### src/hw/buck_cfg_regs.vh
`ifndef BUCK_CFG_REGS_VH
`define BUCK_CFG_REGS_VH

// ------------------------------------------------------------
// register offsets, as printed
// ------------------------------------------------------------
`define ADDR_W              16
`define OFS_ON_CONFIG       16'h4058
`define OFS_SLEEP_CONTROL   16'h4059

// ------------------------------------------------------------
// field positions
// ------------------------------------------------------------
`define SLOT_HI             15
`define SLOT_LO             13
`define MODE_HI             9
`define MODE_LO             8
`define VHI_HI              6
`define VHI_LO              2
`define VLO_HI              1
`define VLO_LO              0

// ------------------------------------------------------------
// reset values
// ------------------------------------------------------------
`define RST_ON_SLOT         3'h0
`define RST_ON_MODE         2'h1
`define RST_ON_VHI          5'h00
`define RST_ON_VLO          2'h0
`define RST_SLP_SLOT        3'h0
`define RST_SLP_MODE        2'h3
`define RST_SLP_VCODE       7'h00

// ------------------------------------------------------------
// encodings
// ------------------------------------------------------------
`define MODE_FCCM           2'h0
`define MODE_AUTO           2'h1
`define MODE_LINEAR         2'h2
`define MODE_HYST           2'h3
`define SLOT_NONE           3'h0
`define SLOT_LAST_TS        3'h5
`define SLOT_HW_EN1         3'h6
`define SLOT_HW_EN2         3'h7
`define SLP_TS5_SLEEP       3'h0
`define SLP_TS3_SLEEP       3'h6
`define SLP_TS1_SLEEP       3'h7
`define SLP_REVERSE_BASE    3'h6
`define TS_1                3'h1
`define TS_3                3'h3
`define TS_5                3'h5

// ------------------------------------------------------------
// voltage mapping, in units of 0.1 mV
// ------------------------------------------------------------
`define VCODE_FLOOR         7'h08
`define VCODE_CEIL          7'h68
`define VOUT_MIN            15'h1770
`define VOUT_MAX            15'h4650
`define VOUT_STEP           15'h007D

`endif

### src/hw/buck_on_sleep_config_regs.v
//
// Contract
// - on slot 110 follows hardware enable 1; 111 follows hardware enable 2.
// - on mode 9:8 resets 01: FCCM, auto, linear, hysteretic.
// - on voltage code is 7 bits: upper five at 6:2, lower two at 1:0.
// - config memory load sets only upper five on bits; low two return to reset.
// - sleep slot 000, 110, 111 apply sleep settings in timeslot 5, 3, 1.
// - sleep slot 001-101 disables converter in timeslot 5 down to 1.
// - hardware-enabled converter: codes 001-101 pick sleep entry timeslot instead.
// - sleep mode 9:8 resets 11 and uses the on mode encoding.
// - sleep voltage code at 6:0 resets zero, same mapping as on code.
// - under hardware control, choice bit 0 uses on code, 1 uses sleep code.
//
`timescale 1ns/1ns
`default_nettype none
`include "buck_cfg_regs.vh"

module buck_on_sleep_config_regs (
    input  wire                 mclk,
    input  wire                 rst,
    input  wire [15:0]          reg_addr,
    input  wire [15:0]          reg_wdata,
    input  wire                 reg_wr,
    input  wire                 reg_rd,
    output reg  [15:0]          reg_rdata,
    input  wire                 cfg_load,
    input  wire [2:0]           cfg_on_timeslot,
    input  wire [1:0]           cfg_on_mode,
    input  wire [4:0]           cfg_on_vcode_hi,
    input  wire                 hw_enable1_pin,
    input  wire                 hw_enable2_pin,
    input  wire                 hw_control_active,
    input  wire                 hw_control_voltage_choice,
    input  wire                 seq_powerup,
    input  wire                 seq_sleep,
    input  wire                 seq_slot_strobe,
    input  wire [2:0]           seq_timeslot,
    output reg                  conv_enable,
    output reg                  conv_in_sleep,
    output reg  [1:0]           conv_mode,
    output reg  [6:0]           conv_vcode,
    output reg  [14:0]          conv_vout
);

    // ------------------------------------------------------------
    // configuration fields
    // ------------------------------------------------------------
    reg  [2:0]  on_timeslot_select_r;
    reg  [1:0]  on_operating_mode_r;
    reg  [6:0]  on_voltage_code_r;
    reg  [2:0]  sleep_timeslot_select_r;
    reg  [1:0]  sleep_operating_mode_r;
    reg  [6:0]  sleep_voltage_code_r;

    // ------------------------------------------------------------
    // sequencer state
    // ------------------------------------------------------------
    reg         seq_enable_r;
    reg         sleep_active_r;
    reg         seq_enable_nxt;
    reg         sleep_active_nxt;

    // ------------------------------------------------------------
    // output selection
    // ------------------------------------------------------------
    wire        hw_en1_level;
    wire        hw_en2_level;
    wire        hw_assigned;
    reg         hw_en_level;
    reg         enable_nxt;
    reg  [1:0]  mode_nxt;
    reg  [6:0]  vcode_nxt;
    reg  [14:0] vout_nxt;
    reg  [14:0] vstep;
    reg  [2:0]  sleep_ts;
    reg         sleep_is_disable;
    reg  [15:0] rdata_nxt;

    wire        wr_on;
    wire        wr_sleep;

    // ------------------------------------------------------------
    // hardware enable pins
    // ------------------------------------------------------------
    pin_sync u_sync_en1 (
        .mclk    (mclk),
        .rst     (rst),
        .pin_in  (hw_enable1_pin),
        .level_r (hw_en1_level)
    );

    pin_sync u_sync_en2 (
        .mclk    (mclk),
        .rst     (rst),
        .pin_in  (hw_enable2_pin),
        .level_r (hw_en2_level)
    );

    // a pin-driven converter ignores the sequencer's on and off slots
    assign hw_assigned = (on_timeslot_select_r == `SLOT_HW_EN1) ||
                         (on_timeslot_select_r == `SLOT_HW_EN2);

    always @* begin
        if (on_timeslot_select_r == `SLOT_HW_EN2) begin
            hw_en_level = hw_en2_level;
        end else begin
            hw_en_level = hw_en1_level;
        end
    end

    // ------------------------------------------------------------
    // register writes
    // ------------------------------------------------------------
    assign wr_on    = reg_wr && (reg_addr == `OFS_ON_CONFIG);
    assign wr_sleep = reg_wr && (reg_addr == `OFS_SLEEP_CONTROL);

    // a software write in the same cycle as a memory load wins,
    // since it is the later, deliberate setting
    always @(posedge mclk) begin
        if (rst) begin
            on_timeslot_select_r <= `RST_ON_SLOT;
            on_operating_mode_r  <= `RST_ON_MODE;
            on_voltage_code_r    <= {`RST_ON_VHI, `RST_ON_VLO};
        end else if (wr_on) begin
            on_timeslot_select_r <= reg_wdata[`SLOT_HI:`SLOT_LO];
            on_operating_mode_r  <= reg_wdata[`MODE_HI:`MODE_LO];
            on_voltage_code_r    <= {reg_wdata[`VHI_HI:`VHI_LO],
                                     reg_wdata[`VLO_HI:`VLO_LO]};
        end else if (cfg_load) begin
            on_timeslot_select_r <= cfg_on_timeslot;
            on_operating_mode_r  <= cfg_on_mode;
            on_voltage_code_r    <= {cfg_on_vcode_hi, `RST_ON_VLO};
        end
    end

    // ------------------------------------------------------------
    // sleep control register
    // ------------------------------------------------------------
    always @(posedge mclk) begin
        if (rst) begin
            sleep_timeslot_select_r <= `RST_SLP_SLOT;
            sleep_operating_mode_r  <= `RST_SLP_MODE;
            sleep_voltage_code_r    <= `RST_SLP_VCODE;
        end else if (wr_sleep) begin
            sleep_timeslot_select_r <= reg_wdata[`SLOT_HI:`SLOT_LO];
            sleep_operating_mode_r  <= reg_wdata[`MODE_HI:`MODE_LO];
            sleep_voltage_code_r    <= reg_wdata[`VHI_HI:`VLO_LO];
        end
    end

    // ------------------------------------------------------------
    // register reads
    // ------------------------------------------------------------
    // unused bits zero
    always @* begin
        rdata_nxt = 16'h0000;
        case (reg_addr)
            `OFS_ON_CONFIG: begin
                rdata_nxt[`SLOT_HI:`SLOT_LO] = on_timeslot_select_r;
                rdata_nxt[`MODE_HI:`MODE_LO] = on_operating_mode_r;
                rdata_nxt[`VHI_HI:`VLO_LO]   = on_voltage_code_r;
            end
            `OFS_SLEEP_CONTROL: begin
                rdata_nxt[`SLOT_HI:`SLOT_LO] = sleep_timeslot_select_r;
                rdata_nxt[`MODE_HI:`MODE_LO] = sleep_operating_mode_r;
                rdata_nxt[`VHI_HI:`VLO_LO]   = sleep_voltage_code_r;
            end
            default: begin
                rdata_nxt = 16'h0000;
            end
        endcase
    end

    // ------------------------------------------------------------
    // read data register
    // ------------------------------------------------------------
    // read data stands only in the cycle after the strobe
    always @(posedge mclk) begin
        if (rst) begin
            reg_rdata <= 16'h0000;
        end else if (reg_rd) begin
            reg_rdata <= rdata_nxt;
        end else begin
            reg_rdata <= 16'h0000;
        end
    end

    // ------------------------------------------------------------
    // sleep slot decode
    // ------------------------------------------------------------
    always @* begin
        sleep_ts         = `TS_5;
        sleep_is_disable = 1'b0;
        case (sleep_timeslot_select_r)
            `SLP_TS5_SLEEP: begin
                sleep_ts = `TS_5;
            end
            `SLP_TS3_SLEEP: begin
                sleep_ts = `TS_3;
            end
            `SLP_TS1_SLEEP: begin
                sleep_ts = `TS_1;
            end
            default: begin
                sleep_ts = `SLP_REVERSE_BASE - sleep_timeslot_select_r;
                sleep_is_disable = !hw_assigned;
            end
        endcase
    end

    // ------------------------------------------------------------
    // sequencer response
    // ------------------------------------------------------------
    // actions happen only on the strobe that opens a timeslot, except that on slot 000 clears the enable in any cycle;
    // power-up takes precedence if the sequencer drives both levels
    always @* begin
        seq_enable_nxt   = seq_enable_r;
        sleep_active_nxt = sleep_active_r;
        if (seq_slot_strobe && seq_powerup) begin
            sleep_active_nxt = 1'b0;
            if ((on_timeslot_select_r != `SLOT_NONE) &&
                (on_timeslot_select_r <= `SLOT_LAST_TS) &&
                (seq_timeslot == on_timeslot_select_r)) begin
                seq_enable_nxt = 1'b1;
            end
        end else if (seq_slot_strobe && seq_sleep) begin
            if (seq_timeslot == sleep_ts) begin
                if (sleep_is_disable) begin
                    seq_enable_nxt = 1'b0;
                end else begin
                    sleep_active_nxt = 1'b1;
                end
            end
        end
        if (on_timeslot_select_r == `SLOT_NONE) begin
            seq_enable_nxt = 1'b0;
        end
    end

    // ------------------------------------------------------------
    // sequencer flops
    // ------------------------------------------------------------
    always @(posedge mclk) begin
        if (rst) begin
            seq_enable_r   <= 1'b0;
            sleep_active_r <= 1'b0;
        end else begin
            seq_enable_r   <= seq_enable_nxt;
            sleep_active_r <= sleep_active_nxt;
        end
    end

    // ------------------------------------------------------------
    // output selection
    // ------------------------------------------------------------
    // enable follows pin for on slot 110 or 111, else the sequencer
    always @* begin
        if (hw_assigned) begin
            enable_nxt = hw_en_level;
        end else begin
            enable_nxt = seq_enable_r;
        end
    end

    always @* begin
        if (sleep_active_r) begin
            mode_nxt = sleep_operating_mode_r;
        end else begin
            mode_nxt = on_operating_mode_r;
        end
    end

    // ------------------------------------------------------------
    // voltage code selection
    // ------------------------------------------------------------
    // hardware control overrides the code only; the mode still
    // follows the sequencer's sleep state
    // hardware voltage choice
    always @* begin
        if (hw_control_active) begin
            if (hw_control_voltage_choice) begin
                vcode_nxt = sleep_voltage_code_r;
            end else begin
                vcode_nxt = on_voltage_code_r;
            end
        end else if (sleep_active_r) begin
            vcode_nxt = sleep_voltage_code_r;
        end else begin
            vcode_nxt = on_voltage_code_r;
        end
    end

    // ------------------------------------------------------------
    // voltage mapping
    // ------------------------------------------------------------
    // the 4MHz ceiling is software's to respect; nothing here
    // clamps the code, so a faulty setting shows on conv_vcode
    always @* begin
        vstep = {8'h00, vcode_nxt} - {8'h00, `VCODE_FLOOR};
        if (vcode_nxt <= `VCODE_FLOOR) begin
            vout_nxt = `VOUT_MIN;
        end else if (vcode_nxt >= `VCODE_CEIL) begin
            vout_nxt = `VOUT_MAX;
        end else begin
            vout_nxt = `VOUT_MIN + vstep * `VOUT_STEP;
        end
    end

    // ------------------------------------------------------------
    // output registers
    // ------------------------------------------------------------
    always @(posedge mclk) begin
        if (rst) begin
            conv_enable   <= 1'b0;
            conv_in_sleep <= 1'b0;
            conv_mode     <= `RST_ON_MODE;
            conv_vcode    <= {`RST_ON_VHI, `RST_ON_VLO};
            conv_vout     <= `VOUT_MIN;
        end else begin
            conv_enable   <= enable_nxt;
            conv_in_sleep <= sleep_active_r;
            conv_mode     <= mode_nxt;
            conv_vcode    <= vcode_nxt;
            conv_vout     <= vout_nxt;
        end
    end

endmodule // buck_on_sleep_config_regs

`default_nettype wire

### src/hw/pin_sync.v
`timescale 1ns/1ns
`default_nettype none

// three-stage synchroniser; the output follows only once stages
// two and three agree, so a single-cycle glitch is ignored
module pin_sync (
    input  wire mclk,
    input  wire rst,
    input  wire pin_in,
    output reg  level_r
);

    reg meta_r;
    reg s2_r;
    reg s3_r;

    always @(posedge mclk) begin
        if (rst) begin
            meta_r  <= 1'b0;
            s2_r    <= 1'b0;
            s3_r    <= 1'b0;
            level_r <= 1'b0;
        end else begin
            meta_r <= pin_in;
            s2_r   <= meta_r;
            s3_r   <= s2_r;
            if (s2_r == s3_r) begin
                level_r <= s3_r;
            end
        end
    end

endmodule // pin_sync

`default_nettype wire
### config.mk
export PLATFORM = sky130hd
export DESIGN_NAME = buck_on_sleep_config_regs
export DESIGN_NICKNAME = d
export VERILOG_FILES = /design/src/hw/buck_on_sleep_config_regs.v /design/src/hw/pin_sync.v
export VERILOG_INCLUDE_DIRS = /design/src /design/src/hw
export SDC_FILE = /design/constraint.sdc
export NUM_CORES = 1
export LEC_CHECK = 0
export ABC_AREA = 1
export BUFFER_PORTS_ARGS = -buffer_cell sky130_fd_sc_hd__buf_2
export CELL_PAD_IN_SITES_DETAIL_PLACEMENT = 0
export CELL_PAD_IN_SITES_GLOBAL_PLACEMENT = 1
export CORE_ASPECT_RATIO = 0.9
export CORE_MARGIN = 2
export CORE_UTILIZATION = 43
export CTS_CLUSTER_DIAMETER = 30
export DETAILED_ROUTE_END_ITERATION = 8
export GPL_TIMING_DRIVEN = 0
export PLACE_DENSITY = 0.95
export REMOVE_ABC_BUFFERS = 1
export SYNTH_ARGS = -nofsm -noshare
export SYNTH_HDL_FRONTEND = slang
export SYNTH_HIERARCHICAL = 1
export SYNTH_SLANG_ARGS = --single-unit
### constraint.sdc
create_clock -name mclk -period 10.9 [get_ports mclk]
set_input_delay 1.635 -clock mclk [delete_from_list [all_inputs] [get_ports mclk]]
set_output_delay 1.635 -clock mclk [all_outputs]
set_load 0.02 [all_outputs]
# --- Word level (Yosys, flattened, before mapping) ---
# Index checks and enable logic that the tools add are counted.
totals:
  register_bits: 76
  latchBits: 0
  ramBits: 0
  romBits: 0
  input_bits: 57
  output_inout_bits: 42
  word_cells: 90
  memories: 0
op_classes:
  add_sub_neg: 3
  mul: 1
  div: 0
  magnitude_cmp: 3
  eq_ne: 11
  n_shift: 0
  mux: 23
  bitwise_logic: 2
  n_reduce_logical: 23
op_table:
  columns: ["cell", "count"]
  rows:
  - ["$mux W7", 5]
  - ["$eq A16 B15 Y1 const B", 2]
  - ["$add A13 B15 Y15 const A", 1]
  - ["$mul A8 B8 Y15 const B", 1]
  - ["$mux W15", 1]
  - ["$pmux W7 S2", 1]
  - ["$eq A3 B3 Y1 const B", 4]
  - ["$pmux W3 S3", 1]
  - ["$mux W1", 8]
  - ["$reduce_bool A2 Y1", 4]
  - ["$reduce_or A2 Y1", 4]
  - ["$sub A7 B4 Y8 const B", 1]
  - ["$ge A7 B7 Y1 const B", 1]
  - ["$le A7 B4 Y1 const B", 1]
  - ["$eq A3 B3 Y1", 2]
  - ["$logic_and A1 B1 Y1", 6]
  - ["$logic_not A3 Y1", 2]
  - ["$mux W2", 3]
  - ["$mux W3", 2]
  - ["$pmux W3 S2", 1]
  - ["$reduce_or A3 Y1", 2]
  - ["$pmux W2 S2", 1]
  - ["$reduce_and A4 Y1", 1]
  - ["$le A3 B3 Y1 const B", 1]
  - ["8 further kinds", 10]

# --- Longest topological paths before layout ---
logic_depth:
  word_depth: 8
  ltp_mapped: 27
  depth_no_buf: 26

# --- Modules after synthesis ---
# Netlist, hierarchy kept.
by_module_without_submodules:
  columns: ["mod", "instances", "cells_each", "area_per_inst_um2", "seq_area_each_um2"]
  rows:
  - ["buck_on_sleep_config_regs", 1, 577, 4414.2, 1281.2]
  - ["pin_sync", 2, 13, 121.4, 80.1]

# --- Least setup slack after synthesis ---
# Ideal clock, no wire load.
synth_timing:
  kind: "input to register"
  startpoint: "in hw_control_voltage_choice"
  endpoint: "reg conv_vout[12]"
  setup_time_ps: 118
  arrival_ps: 6050
  t_required_ps: 10782
  setup_slack_ps: 4732
  path_stages: 24
  path_buffers: 1
  cell_sequence: "buf_2 > inv_2 > nand2_1 > nand3_1 > nand2_4 > ha_1 > inv_1 > xor2_1 > inv_1 > fa_1 > fa_1 > inv_1 > fa_1 > inv_1 > fa_1 > inv_1 > ha_1 > nand2_1 > nor3_1 > a21oi_1 > o21bai_1 > nand2_1 > nand2_1 > o21ai_1"
synth_via:
  elab_chain_len: 6
  elab_cells_between_ends: 9
  classes_between: "add/sub: 2; mul: 1; order compare: 2; mux: 3; reduce/logical: 1"
synth_rtl:
  columns: ["element", "line_no", "rtl"]
  rows:
  - ["start, declared", "buck_on_sleep_config_regs.v:33", "input wire hw_control_voltage_choice,"]
  - ["$mux W7 *", "buck_on_sleep_config_regs.v:281", "if (hw_control_voltage_choice) begin"]
  - ["$mux W7 *", "buck_on_sleep_config_regs.v:280", "if (hw_control_active) begin"]
  - ["$sub A7 B4 Y8", "buck_on_sleep_config_regs.v:299", "vstep = {8'h00, vcode_nxt} - {8'h00, `VCODE_FLOOR};"]
  - ["$mul A8 B8 Y15 (no source line)", null, null]
  - ["$add A13 B15 Y15 (no source line)", null, null]
  - ["$mux W15", "buck_on_sleep_config_regs.v:302", "end else if (vcode_nxt >= `VCODE_CEIL) begin"]
  - ["end signal, assigned", "buck_on_sleep_config_regs.v:318", "conv_vout <= `VOUT_MIN;"]
  - ["end signal, assigned", "buck_on_sleep_config_regs.v:324", "conv_vout <= vout_nxt;"]
  - ["end, declared", "buck_on_sleep_config_regs.v:42", "output reg [14:0] conv_vout"]
# Every way passes the cells marked *; elsewhere a longest branch is shown, timed or not.
# A chain may end at the register's enable or synchronous reset.

# --- Worst setup path after layout ---
# Same ends and word-level chain as after synthesis.

==> impl_metrics.csv <==
group,metric,value,unit
run_status,status,"complete, no violations",
placed_design,portBuffers,90,
synth,ys_seq_area_share,31.0,%
cts,cts_hold_buf,0,
cts,clk_latency,340,ps
timing,setup_viol,0,
timing,finalCritPeriodShare,59.5,%
timing,hold_viol_final,0,
cells_and_area,multi_input_area,0.00274,mm^2
critical_path,path_class,"primary input to register",
cells_and_area,fillerInstances,991,
floorplanning,dieWidth,114,um
cells_and_area,nNetsFinal,813,
run,maxCapViolations,0,
cts,cts_buffer_depth,2,
cells_and_area,antennaDiodeCount,0,
timing,finClkSkew,8.84,ps
detailed_routing,viasPerCell,4.97,
floorplanning,initial_core_util,43.6,%
timing,worst_pin_slew,923,ps
detailed_routing,drt_iter0_drc,316,
timing,period_needed,6490,ps
cts,cts_tree,"done",
critical_path,crit_path_start_kind,"primary input",
placed_design,place_congestion,0.827,
synth,syn_inst,603,
timing,worst_slew_margin_rel,38.2,%
cells_and_area,drive_above_1_share,17.9,%
global_routing,grt_pass1_wl,18400,um
floorplanning,dieArea,0.0117,mm^2
synth,yosysWarningCount,6,
critical_path,crit_required,11120,ps
detailed_routing,wl_per_cell,12.7,um
power,ir_drop,0.113,mV
detailed_routing,wirelength,10500,um
critical_path,cp-end-kind,"register",
timing,rsz0062_at_grt,"no",
global_routing,grtUsageTotal,19.8,%
cts,cts_resized,0,
critical_path,crit_arrival,6710,ps
hold_path,hold_class,"register to register",
floorplanning,fp.dieH,103,um
critical_path,cp_max_fo,12,
detailed_routing,vias,4113,
synth,syn-cell-area,0.00466,mm^2
cells_and_area,seqCellArea,0.00144,mm^2
detailed_routing,dr.pass1.iters,5,
global_routing,grt_overflow,0,
global_routing,grt_max_degree,35,
timing,setup_ws,4410,ps
synth,async_reset_ff_share,0,%
placed_design,dp_hpwl,8140,um
timing,drv_slew,0,
cts,path_clk_slew,60,ps
power,p_leak,2.73,nW
cells_and_area,area.growth.synth_to_final,17.3,%
floorplanning,ios,99,
floorplanning,num_rows,36,
placed_design,preCtsSetupSlack,4100,ps
global_routing,grt_pass1_vias,4095,
cts,cts-root-buf,"clkbuf_16",
synth,ys_seq_elements,72,
cts,clock_sinks,72,
timing,tns,0,ps
power,powerDensity,236,mW/mm^2
cts,numCtsBuffers,9,
detailed_routing,ant_nets,0,
synth,synth_edf_count,0,
floorplanning,coreArea,0.0107,mm^2
synth,synthFlopType,"dfxtp_1",
synth,syn_avg_cell_area,7.72,um^2
timing,max_freq,0.154,GHz
cts,htree_levels,3,
detailed_routing,route.detailed.drc,0,
global_routing,antenna_found_initial,0,
cts,post_cts_buffers,0,
synth,synthDistinctLibCells,40,
## area by class of cell
type	instances	share of cell area, %
clock inverters	5	0.641
clock buffers	10	4.19
multi-input cells	411	50.2
well taps	133	3.05
inverters	106	7.29
flip-flops and latches	72	26.4
repair buffers	90	8.25
## logic make-up after synthesis
| group | synth area share [%] |
|---|---|
| AND/OR/NAND/NOR | 21.5 |
| buffers and inverters | 10.4 |
| AO/OA/AOI/OAI | 11.8 |
| flip-flops | 31.0 |
| adder cells (fa/ha/maj) | 21.8 |
| XOR/XNOR | 3.39 |
| other | 0.0805 |
## synthesized netlist by cell type (4+ instances only)
cell / instances / area, um^2
a21oi_1: 39 / 195
nand4_1: 5 / 31.3
ha_1: 41 / 513
nor2_1: 66 / 248
o21ai_0: 24 / 120
dfxtp_1: 72 / 1440
nand2_1: 111 / 417
xnor2_1: 7 / 61.3
a311oi_1: 9 / 78.8
o211ai_1: 4 / 30.0
inv_2: 4 / 15.0
buf_4: 4 / 30.0
xor2_1: 11 / 96.3
inv_1: 101 / 379
clkbuf_1: 11 / 41.3
nand2_2: 4 / 25.0
fa_1: 25 / 500
nand3_1: 26 / 130
## final timing paths
kind                             start               to  slack (ps)  cells after the start
max          hw_control_voltage_choice    conv_vout[12]        4410                     24
min                  u_sync_en1/meta_r  u_sync_en1/s2_r         400                      2
max reg2reg             sleep_active_r    conv_vout[12]        5070                     23
min reg2reg          u_sync_en1/meta_r  u_sync_en1/s2_r         400                      2
## placed cells by master (no fill, tap or decap), types with 4 or more instances in the layout
| cell type | synthesis | layout |
|---|---|---|
| a21oi_1 | 39 | 39 |
| a311oi_1 | 9 | 9 |
| buf_2 | 1 | 90 |
| clkbuf_16 | 0 | 9 |
| conb_1 | 1 | 4 |
| dfxtp_1 | 72 | 72 |
| fa_1 | 25 | 25 |
| ha_1 | 41 | 41 |
| inv_1 | 101 | 101 |
| inv_2 | 4 | 4 |
| nand2_1 | 111 | 111 |
| nand2_2 | 4 | 4 |
| nand3_1 | 26 | 26 |
| nand4_1 | 5 | 5 |
| nor2_1 | 66 | 66 |
| o211ai_1 | 4 | 4 |
| o21ai_0 | 24 | 24 |
| xnor2_1 | 7 | 7 |
| xor2_1 | 11 | 11 |
## sequential cells by signal (all words and copies together) (netlist names)
| register | flops |
|---|---|
| conv_vout | 15 |
| conv_vcode | 7 |
| conv_mode | 2 |
| on_timeslot_select_r | 3 |
| u_sync_en2/level_r | 1 |
| on_operating_mode_r | 2 |
| u_sync_en1/s3_r | 1 |
| u_sync_en2/s3_r | 1 |
| sleep_voltage_code_r | 7 |
| u_sync_en2/meta_r | 1 |
| conv_enable | 1 |
| sleep_timeslot_select_r | 3 |
| u_sync_en1/level_r | 1 |
| sleep_operating_mode_r | 2 |
| reg_rdata | 12 |
| u_sync_en1/s2_r | 1 |
| u_sync_en1/meta_r | 1 |
| conv_in_sleep | 1 |
| u_sync_en2/s2_r | 1 |
| sleep_active_r | 1 |
| on_voltage_code_r | 7 |
| seq_enable_r | 1 |
## routing by layer
layer	global-route usage (%)	vias to the layer above	part of all wire, %
met2	34.3	95	48
met1	25.1	1918	46
met4	6.85	0	1.8
met5	0	-	0
met3	3.76	17	4.1
li1	-	2083	-
## stage by stage
step                hold WS (ps)  util (%)  cells  total power, W  instance area [um^2]
floorplan                    388         -    589        0.000865                  4580
global placement             392      48.7    812        0.000998                  5200
detailed placement           395      48.7    812         0.00102                  5200
CTS                          403      51.2    827         0.00129                  5460
global route                 429      51.2    827         0.00143                  5460
finish                       402      51.2    827         0.00129                  5460
## worst max-delay path, cell delays in order
cell	delay, ps
buf_2	190
inv_2	90
nand2_1	60
nand3_1	100
nand2_4	190
ha_1	280
inv_1	100
xor2_1	380
inv_1	200
fa_1	500
fa_1	480
inv_1	60
fa_1	540
inv_1	60
fa_1	540
inv_1	40
ha_1	360
nand2_1	80
o21ai_0	280
a21oi_1	120
o21bai_1	200
nand2_1	80
nand2_1	70
o21ai_1	60
## power breakdown
group	switching, W	leakage [nW]	internal (W)
Sequential	0.00000585	0.588	0.000285
Combinational	0.000448	2.02	0.000284
Clock	0.000112	0.128	0.000153
Power figures use the tool's default switching activity.
